$ cat src/keystream_pkg.sv
// Purpose: shared constants and types for the filtered-register keystream generator
// Assumes: one clock, synchronous active-low reset
// Notes: tap tables are register stage indices, stage 0 being the oldest bit
package keystream_pkg;
    localparam int LFSR_LEN = 192;
    localparam int KEY_LEN = 80;
    localparam int IV_LEN = 64;
    localparam int FILT_INPUTS = 14;
    localparam int SYM_INPUTS = 13;
    localparam int FB_TAP_CNT = 14;
    // linear feedback: exponents of the polynomial below the top term
    localparam int FB_TAPS [FB_TAP_CNT] = '{0, 5, 16, 17, 46, 77, 94, 131, 132, 155, 156, 169, 188, 189};
    // filter inputs; last one is the linear term, taken at stage 1
    localparam int FILT_TAPS [FILT_INPUTS] = '{191, 186, 178, 172, 162, 144, 111, 104, 65, 54, 45, 28, 13, 1};
    // initial fill segment bounds and IV offsets
    localparam int SEG_KEY_IV = 80;
    localparam int SEG_KEY_IV4 = 144;
    localparam int SEG_IV2 = 160;
    localparam int OFS_KEY = 80;
    localparam int OFS_IV_A = 80;
    localparam int OFS_IV_B = 144;
    localparam int OFS_IV_C = 128;
    localparam int OFS_IV_D = 112;
    localparam int OFS_IV_E = 96;
    localparam int OFS_IV_F = 160;
    localparam int INIT_CLOCKS = 768;
    localparam logic [9:0] INIT_CNT_ZERO = 10'h000;
    localparam logic [9:0] INIT_CNT_LAST = 10'(INIT_CLOCKS - 1);
    localparam int BUF_DEPTH = 32;
    localparam logic [5:0] BUF_FULL = 6'(BUF_DEPTH);
    localparam logic [5:0] BUF_EMPTY = 6'h00;
    localparam logic [4:0] PTR_ZERO = 5'h00;
    // last count of the rate counter; one keystream bit per four register shifts
    localparam logic [1:0] RATE_LAST = 2'h3;
    localparam logic [1:0] RATE_ZERO = 2'h0;

    typedef enum logic [1:0] {ST_IDLE, ST_INIT, ST_RUN} ctrl_e;
    typedef enum logic [1:0] {DEC_REF, DEC_CAND, DEC_SCAN} dec_e;
endpackage : keystream_pkg

$ cat src/filtered_lfsr_shrink_keystream.sv
// Purpose: filtered shift-register keystream generator with decimation and rate buffer
// Assumes: key_in/iv_in stable in the load_strobe cycle; consumer takes every ks_valid cycle
// Notes: a starved buffer simply skips the flag for that slot
`timescale 1ns/1ps
`default_nettype none
module filtered_lfsr_shrink_keystream (
    input wire logic ref_clk, // 100 MHz clock
    input wire logic rstn, // synchronous reset, active low
    input wire logic load_strobe, // one-cycle pulse, take key and iv, start setup
    input wire logic [keystream_pkg::KEY_LEN-1:0] key_in, // secret key, bit i is key bit i
    input wire logic [keystream_pkg::IV_LEN-1:0] iv_in, // initialisation vector
    output logic init_busy, // high during the setup clocks
    output logic ks_valid, // keystream bit valid this cycle
    output logic ks_bit // keystream bit
);
    keystream_pkg::ctrl_e ctrl_reg;
    keystream_pkg::dec_e dec_reg;
    logic [keystream_pkg::LFSR_LEN-1:0] lfsr_reg;
    logic [keystream_pkg::LFSR_LEN-1:0] fill;
    logic [keystream_pkg::FILT_INPUTS-1:0] taps;
    logic [9:0] init_cnt_reg;
    logic lin_fb;
    logic y;
    logic ref_reg;
    logic cand_reg;
    logic emit;
    logic emit_bit;
    logic [keystream_pkg::BUF_DEPTH-1:0] buf_reg;
    logic [4:0] wr_ptr_reg;
    logic [4:0] rd_ptr_reg;
    logic [5:0] count_reg;
    logic [1:0] rate_reg;
    logic started_reg;
    logic push;
    logic pop;
    logic running;

    assign running = (ctrl_reg == keystream_pkg::ST_RUN);

    // per-stage initial fill
    genvar gi;
    generate
        for (gi = 0; gi < keystream_pkg::LFSR_LEN; gi++) begin : g_fill
            if (gi < keystream_pkg::SEG_KEY_IV) begin : g_key
                assign fill[gi] = key_in[gi];
            end else if (gi < keystream_pkg::SEG_KEY_IV4) begin : g_kiv
                assign fill[gi] = key_in[gi-keystream_pkg::OFS_KEY] ^ iv_in[gi-keystream_pkg::OFS_IV_A];
            end else if (gi < keystream_pkg::SEG_IV2) begin : g_kiv4
                assign fill[gi] = key_in[gi-keystream_pkg::OFS_KEY] ^ iv_in[gi-keystream_pkg::OFS_IV_B]
                    ^ iv_in[gi-keystream_pkg::OFS_IV_C] ^ iv_in[gi-keystream_pkg::OFS_IV_D]
                    ^ iv_in[gi-keystream_pkg::OFS_IV_E];
            end else begin : g_iv2
                assign fill[gi] = ~(iv_in[gi-keystream_pkg::OFS_IV_F] ^ iv_in[gi-keystream_pkg::OFS_IV_C]);
            end
        end
        for (gi = 0; gi < keystream_pkg::FILT_INPUTS; gi++) begin : g_taps
            assign taps[gi] = lfsr_reg[keystream_pkg::FILT_TAPS[gi]];
        end
    endgenerate

    always_comb begin
        lin_fb = 1'b0;
        for (int k = 0; k < keystream_pkg::FB_TAP_CNT; k++) begin
            lin_fb = lin_fb ^ lfsr_reg[keystream_pkg::FB_TAPS[k]];
        end
    end

    resilient_filter u_filter (
        .taps(taps),
        .y(y)
    );

    // control: idle, setup, keystream
    always_ff @(posedge ref_clk) begin
        if (!rstn) begin
            ctrl_reg <= keystream_pkg::ST_IDLE;
            init_cnt_reg <= keystream_pkg::INIT_CNT_ZERO;
        end else if (load_strobe) begin
            ctrl_reg <= keystream_pkg::ST_INIT;
            init_cnt_reg <= keystream_pkg::INIT_CNT_ZERO;
        end else if (ctrl_reg == keystream_pkg::ST_INIT) begin
            init_cnt_reg <= init_cnt_reg + 10'h001;
            if (init_cnt_reg == keystream_pkg::INIT_CNT_LAST) begin
                ctrl_reg <= keystream_pkg::ST_RUN;
            end
        end
    end

    // shift register
    always_ff @(posedge ref_clk) begin
        if (!rstn) begin
            lfsr_reg <= '0;
        end else if (load_strobe) begin
            lfsr_reg <= fill;
        end else if (ctrl_reg == keystream_pkg::ST_INIT) begin
            lfsr_reg <= {lin_fb ^ y, lfsr_reg[keystream_pkg::LFSR_LEN-1:1]};
        end else if (running) begin
            lfsr_reg <= {lin_fb, lfsr_reg[keystream_pkg::LFSR_LEN-1:1]};
        end
    end

    // decimator, one filtered bit per clock
    always_comb begin
        emit = 1'b0;
        emit_bit = cand_reg;
        if (running) begin
            if (dec_reg == keystream_pkg::DEC_CAND && y == ref_reg) begin
                emit = 1'b1;
                emit_bit = y;
            end else if (dec_reg == keystream_pkg::DEC_SCAN && y == ref_reg) begin
                emit = 1'b1;
            end
        end
    end

    always_ff @(posedge ref_clk) begin
        if (!rstn || !running) begin
            dec_reg <= keystream_pkg::DEC_REF;
            ref_reg <= 1'b0;
            cand_reg <= 1'b0;
        end else begin
            unique case (dec_reg)
                keystream_pkg::DEC_REF: begin
                    ref_reg <= y;
                    dec_reg <= keystream_pkg::DEC_CAND;
                end
                keystream_pkg::DEC_CAND: begin
                    cand_reg <= y;
                    dec_reg <= emit ? keystream_pkg::DEC_REF : keystream_pkg::DEC_SCAN;
                end
                keystream_pkg::DEC_SCAN: begin
                    if (emit) begin
                        dec_reg <= keystream_pkg::DEC_REF;
                    end
                end
            endcase
        end
    end

    // rate buffer; a full buffer drops new bits even if a bit leaves this cycle
    assign push = emit && (count_reg != keystream_pkg::BUF_FULL);
    // gated by running: after a reload the stale started flag must not pop a bit into setup
    assign pop = running && started_reg && (rate_reg == keystream_pkg::RATE_LAST)
        && (count_reg != keystream_pkg::BUF_EMPTY);

    always_ff @(posedge ref_clk) begin
        if (!rstn || !running) begin
            rate_reg <= keystream_pkg::RATE_ZERO;
            started_reg <= 1'b0;
            count_reg <= keystream_pkg::BUF_EMPTY;
            wr_ptr_reg <= keystream_pkg::PTR_ZERO;
            rd_ptr_reg <= keystream_pkg::PTR_ZERO;
        end else begin
            rate_reg <= rate_reg + 2'h1;
            if (count_reg == keystream_pkg::BUF_FULL) begin
                started_reg <= 1'b1;
            end
            if (push) begin
                wr_ptr_reg <= wr_ptr_reg + 5'h01;
            end
            if (pop) begin
                rd_ptr_reg <= rd_ptr_reg + 5'h01;
            end
            count_reg <= count_reg + {5'h00, push} - {5'h00, pop};
        end
    end

    always_ff @(posedge ref_clk) begin
        if (!rstn) begin
            buf_reg <= '0;
        end else if (push) begin
            buf_reg[wr_ptr_reg] <= emit_bit;
        end
    end

    always_ff @(posedge ref_clk) begin
        if (!rstn) begin
            ks_valid <= 1'b0;
            ks_bit <= 1'b0;
            init_busy <= 1'b0;
        end else begin
            ks_valid <= pop && !load_strobe;
            ks_bit <= buf_reg[rd_ptr_reg];
            init_busy <= load_strobe || (ctrl_reg == keystream_pkg::ST_INIT
                && init_cnt_reg != keystream_pkg::INIT_CNT_LAST);
        end
    end

    // setup length helper for the checks; a reload restarts the count
    logic [9:0] setup_len_reg;

    always_ff @(posedge ref_clk) begin
        if (!rstn || load_strobe) begin
            setup_len_reg <= keystream_pkg::INIT_CNT_ZERO;
        end else if (init_busy) begin
            setup_len_reg <= setup_len_reg + 10'h001;
        end
    end
endmodule : filtered_lfsr_shrink_keystream
`default_nettype wire

$ cat src/resilient_filter.sv
// Purpose: 14-input filter, quadratic symmetric function of 13 inputs xor a linear input
// Assumes: purely combinational
// Notes: bit 13 of taps is the linear input
`timescale 1ns/1ps
`default_nettype none
module resilient_filter (
    input wire logic [keystream_pkg::FILT_INPUTS-1:0] taps, // tapped register bits
    output logic y // filter output
);
    logic quad;
    logic lin;

    always_comb begin
        quad = 1'b0;
        lin = 1'b0;
        for (int i = 0; i < keystream_pkg::SYM_INPUTS; i++) begin
            lin = lin ^ taps[i];
            for (int j = i + 1; j < keystream_pkg::SYM_INPUTS; j++) begin
                quad = quad ^ (taps[i] & taps[j]);
            end
        end
        y = quad ^ lin ^ taps[keystream_pkg::SYM_INPUTS];
    end
endmodule : resilient_filter
`default_nettype wire

$ cat config.mk
export PLATFORM = sky130hd
export DESIGN_NAME = filtered_lfsr_shrink_keystream
export DESIGN_NICKNAME = d
export VERILOG_FILES = /design/src/keystream_pkg.sv /design/src/filtered_lfsr_shrink_keystream.sv /design/src/resilient_filter.sv
export SDC_FILE = /design/constraint.sdc
export NUM_CORES = 1
export LEC_CHECK = 0
export ABC_CLOCK_PERIOD_IN_PS = 13060
export BUFFER_PORTS_ARGS = -buffer_cell sky130_fd_sc_hd__buf_2
export CAP_MARGIN = 25
export CORE_MARGIN = 5
export CORE_UTILIZATION = 55
export DETAILED_ROUTE_END_ITERATION = 6
export HOLD_SLACK_MARGIN = 0.02
export PLACE_DENSITY_LB_ADDON = 0.05
export SLEW_MARGIN = 10
export SYNTH_ARGS = -nofsm -noshare
export SYNTH_HDL_FRONTEND = slang
export SYNTH_SLANG_ARGS = --single-unit
export TNS_END_PERCENT = 50
$ cat constraint.sdc
create_clock -name ref_clk -period 13.06 [get_ports ref_clk]
set_clock_uncertainty 0.1 [all_clocks]
set_input_delay 1.306 -clock ref_clk [delete_from_list [all_inputs] [get_ports ref_clk]]
set_output_delay 1.306 -clock ref_clk [all_outputs]
set_load 0.1 [all_outputs]
==> key figures <==
Setup path
  – Crit path max-delay family: XOR/XNOR gates
  – CP max stage delay: roughly 550 ps
  – Worst Setup End Kind: flip-flop
  – Worst path bufs/invs: 2
  – Crit path DAT: ~4900 ps
  – Worst EP required: 13,380 ps
  – Crit-path slowest cell: xnor3_2
  – Startpoint types: flip-flop
  – Cell Chain, Critical Path: xor3_2 > xnor3_2 > a2111oi_0 > or3_1 > o22ai_2 > xnor3_2 > and2_0 > inv_1 > ha_1 > inv_1 > ha_1 > a21o_1 > a21oi_1 > o21bai_1 > a21oi_1 > xnor2_1 > nor2_1
  – R2R setup slack: between 8000 and 9000 ps
  – Crit Path Category: flip-flop to flip-flop
  – CP Max Fanout: 10

Clock tree
  – CTS Root Cell: clkbuf_16
  – CTS hold repair buffers: 0
  – Quantity of gates resized following cts: 0
  – TritonCTS clock tree: built
  – Post-CTS Setup Inserts: 0
  – Clock Path Buffers: 3
  – Reg clk slew, reported paths: 60 ps
  – Cts bufs inserted: 30
  – H-Tree Depth: 1
  – Clock Sinks: ~260
  – Clock latency on the worst-skew pair: roughly 540 ps

Yosys
  – Ys async rst share: 0
  – Post-synthesis cell count: between 1,000 and 1,500
  – Syn avg cell area: 9.44 sq um
  – Leading area contributor after synthesis: dfxtp_1
  – Cell variety after synth: 57
  – Dominant cells by area after synthesis: dfxtp_1 38%, mux2i_1 9.6%, xnor2_1 9.6%, o211a_1 9.2%, nand2_1 7.5%
  – Register area share after synthesis: 0.380
  – Post-synth EDFFs: 0
  – YS warnings: 0
  – Net Count, Synth: roughly 1,600
  – Prevailing post-synth register cell: dfxtp_1
  – Cell Area, Synth: between 10,000 and 15,000 sq um
  – Top cell type's share of synthesized area: 0.380
  – #FFs+latches synth: 262

Layout
  – Storage element area: around 5200 sq um
  – Max FFs per register: ~190
  – Share of layout cells above drive strength 1: 0.154
  – Fin cells: 1,887
  – # diodes: 0
  – Footprint of the multi-input gates: between 8000 and 9000 sq um
  – Area Overhead vs Synth: 13.5%
  – Leading cell types in the layout, fill and taps excluded: 276 x nand2_1, 262 x dfxtp_1, 151 x xnor2_1, 147 x buf_2, 133 x mux2i_1
  – Post-layout nets: between 1,500 and 2,000
  – Final core occ: 0.628
  – Most common cell after layout, fill and taps aside: nand2_1
  – Filler Cell Count: 2,166

Routing
  – TritonRoute pass-1 iters: 5
  – DRC: 0
  – Vias/cell: ~5.8
  – WL final: between 30 and 40 mm
  – Remaining antenna violation count: 0
  – Avg WL per Cell: roughly 19 microns
  – DR iter-0 viols: around 860
  – Vias: roughly 11,000

Power and ir drop
  – Worst IR Drop VDD: ~0.000088 V
  – Net Sw Frac: 0.269
  – P per Cell Area: 139 nW/um^2
  – Leak: about 7.3 nW
  – Flop pwr share: 0.412
  – Net load switching power: 585 uW
  – Tot Pwr: 2.17 mW
  – Comb pwr share: 0.195
  – P_int: between 1.5 and 2 mW
  – Clock power share: 0.393

GRT
  – Largest net degree at the start of global routing: approximately 140
  – Total track usage: 0.244
  – Vias in the first global route: 10,300
  – Initial antenna violation count: 0
  – GRT overflow: 0
  – First-pass GRT wire length: 56.4 mm

Outcome
  – Status: completed

STA
  – Total negative setup slack: 0 ps
  – FMAX: 217 MHz
  – Slew headroom: 0.303
  – Post-layout min period: between 4000 and 5000 ps
  – Hold slack: 331 ps
  – Max-slew violations: 0
  – Fin. Hold Viols: 0
  – Crit share post-route: 0.354
  – RSZ-0062 raised after global routing: no
  – Slew @ Worst Pin: roughly 1000 ps
  – Setup violations, final: 0

Placed design
  – Cells after DPL: around 1,800
  – IO Port Bufs: 149
  – Post-DP HPWL: between 20 and 25 mm
  – Routability congestion estimate: between 0.8 and 0.9

Floorplan
  – Core Footprint: 25,000 sq um
  – Row Count: between 50 and 60
  – Initial Utilization: 0.553
  – Die H: ~170 microns
  – Die footprint: approximately 28,000 sq um
  – Die width: around 170 microns
  – IO Pins: 150

Min path
  – Hold Path Class: flip-flop to flip-flop

Run
  – Max Cap Viol: 0
-- synthesized netlist by cell type (2+ instances only) --
cell / count
clkbuf_1: 101
nand2b_1: 6
xor3_2: 2
xor2_1: 19
nor2b_1: 5
buf_6: 3
o211ai_1: 97
dfxtp_1: 262
a211oi_1: 2
o41ai_1: 28
inv_1: 19
mux2i_1: 133
or3_1: 2
nand3b_1: 2
a21o_1: 2
a21boi_0: 65
and3_1: 6
o41ai_2: 4
nand4_1: 8
a22oi_1: 2
a21oi_1: 14
nand3_1: 13
ha_1: 20
o211a_1: 127
mux4_2: 10
buf_1: 15
nor2_1: 35
nand2_1: 276
xnor3_2: 2
or4_1: 2
xnor2_1: 151
o2111ai_1: 4
a2111oi_0: 2
-- final timing paths --
path	start	endpoint	depth (start not counted)
setup reg to reg	lfsr_reg[13]$_SDFFE_PN0P_	count_reg[5]$_SDFF_PP0_	17
hold reg to reg	rate_reg[0]$_SDFF_PP0_	rate_reg[0]$_SDFF_PP0_	1
setup / recovery	lfsr_reg[13]$_SDFFE_PN0P_	count_reg[5]$_SDFF_PP0_	17
hold / removal	rate_reg[0]$_SDFF_PP0_	rate_reg[0]$_SDFF_PP0_	1
-- stage by stage --
| stage | setup slack (ps) | instance area [sq um] |
|---|---|---|
| floorplan | 8960 | 13800 |
| CTS | 8450 | 15600 |
| finish | 8440 | 15700 |
| global route | 8130 | 15700 |
| global placement | 8240 | 14600 |
| detailed placement | 8140 | 14600 |
-- cells by family after synthesis --
family	count (synthesis)	synth area share
AND/OR/NAND/NOR	362	0.107
XOR/XNOR	176	0.118
multiplexers	144	0.114
adder cells (fa/ha/maj)	22	0.0203
flip-flops	262	0.380
AO/OA/AOI/OAI	358	0.222
buffers and inverters	139	0.0395
-- power by group through the flow --
stage / sequential, mW / combinational, mW / clock, mW
floorplan: 0.897 / 0.323 / 0
global placement: 0.911 / 0.416 / 0
detailed placement: 0.912 / 0.422 / 0
CTS: 0.895 / 0.423 / 0.872
global route: 0.902 / 0.465 / 0.906
finish: 0.895 / 0.423 / 0.853
-- metal layers --
metal,GRT usage,part of all wire
met3,0.0301,0.047
met1,0.356,0.48
met4,0.0685,0.025
met5,0,0
met2,0.384,0.45
-- layout make-up --
class / count / area share
clock inverters: 7 / 0.00543
well taps: 330 / 0.0263
clock buffers: 45 / 0.0599
repair buffers: 162 / 0.0566
inverters: 19 / 0.00455
multi-input cells: 1062 / 0.513
flip-flops and latches: 262 / 0.335
Power figures use the tool's default switching activity.
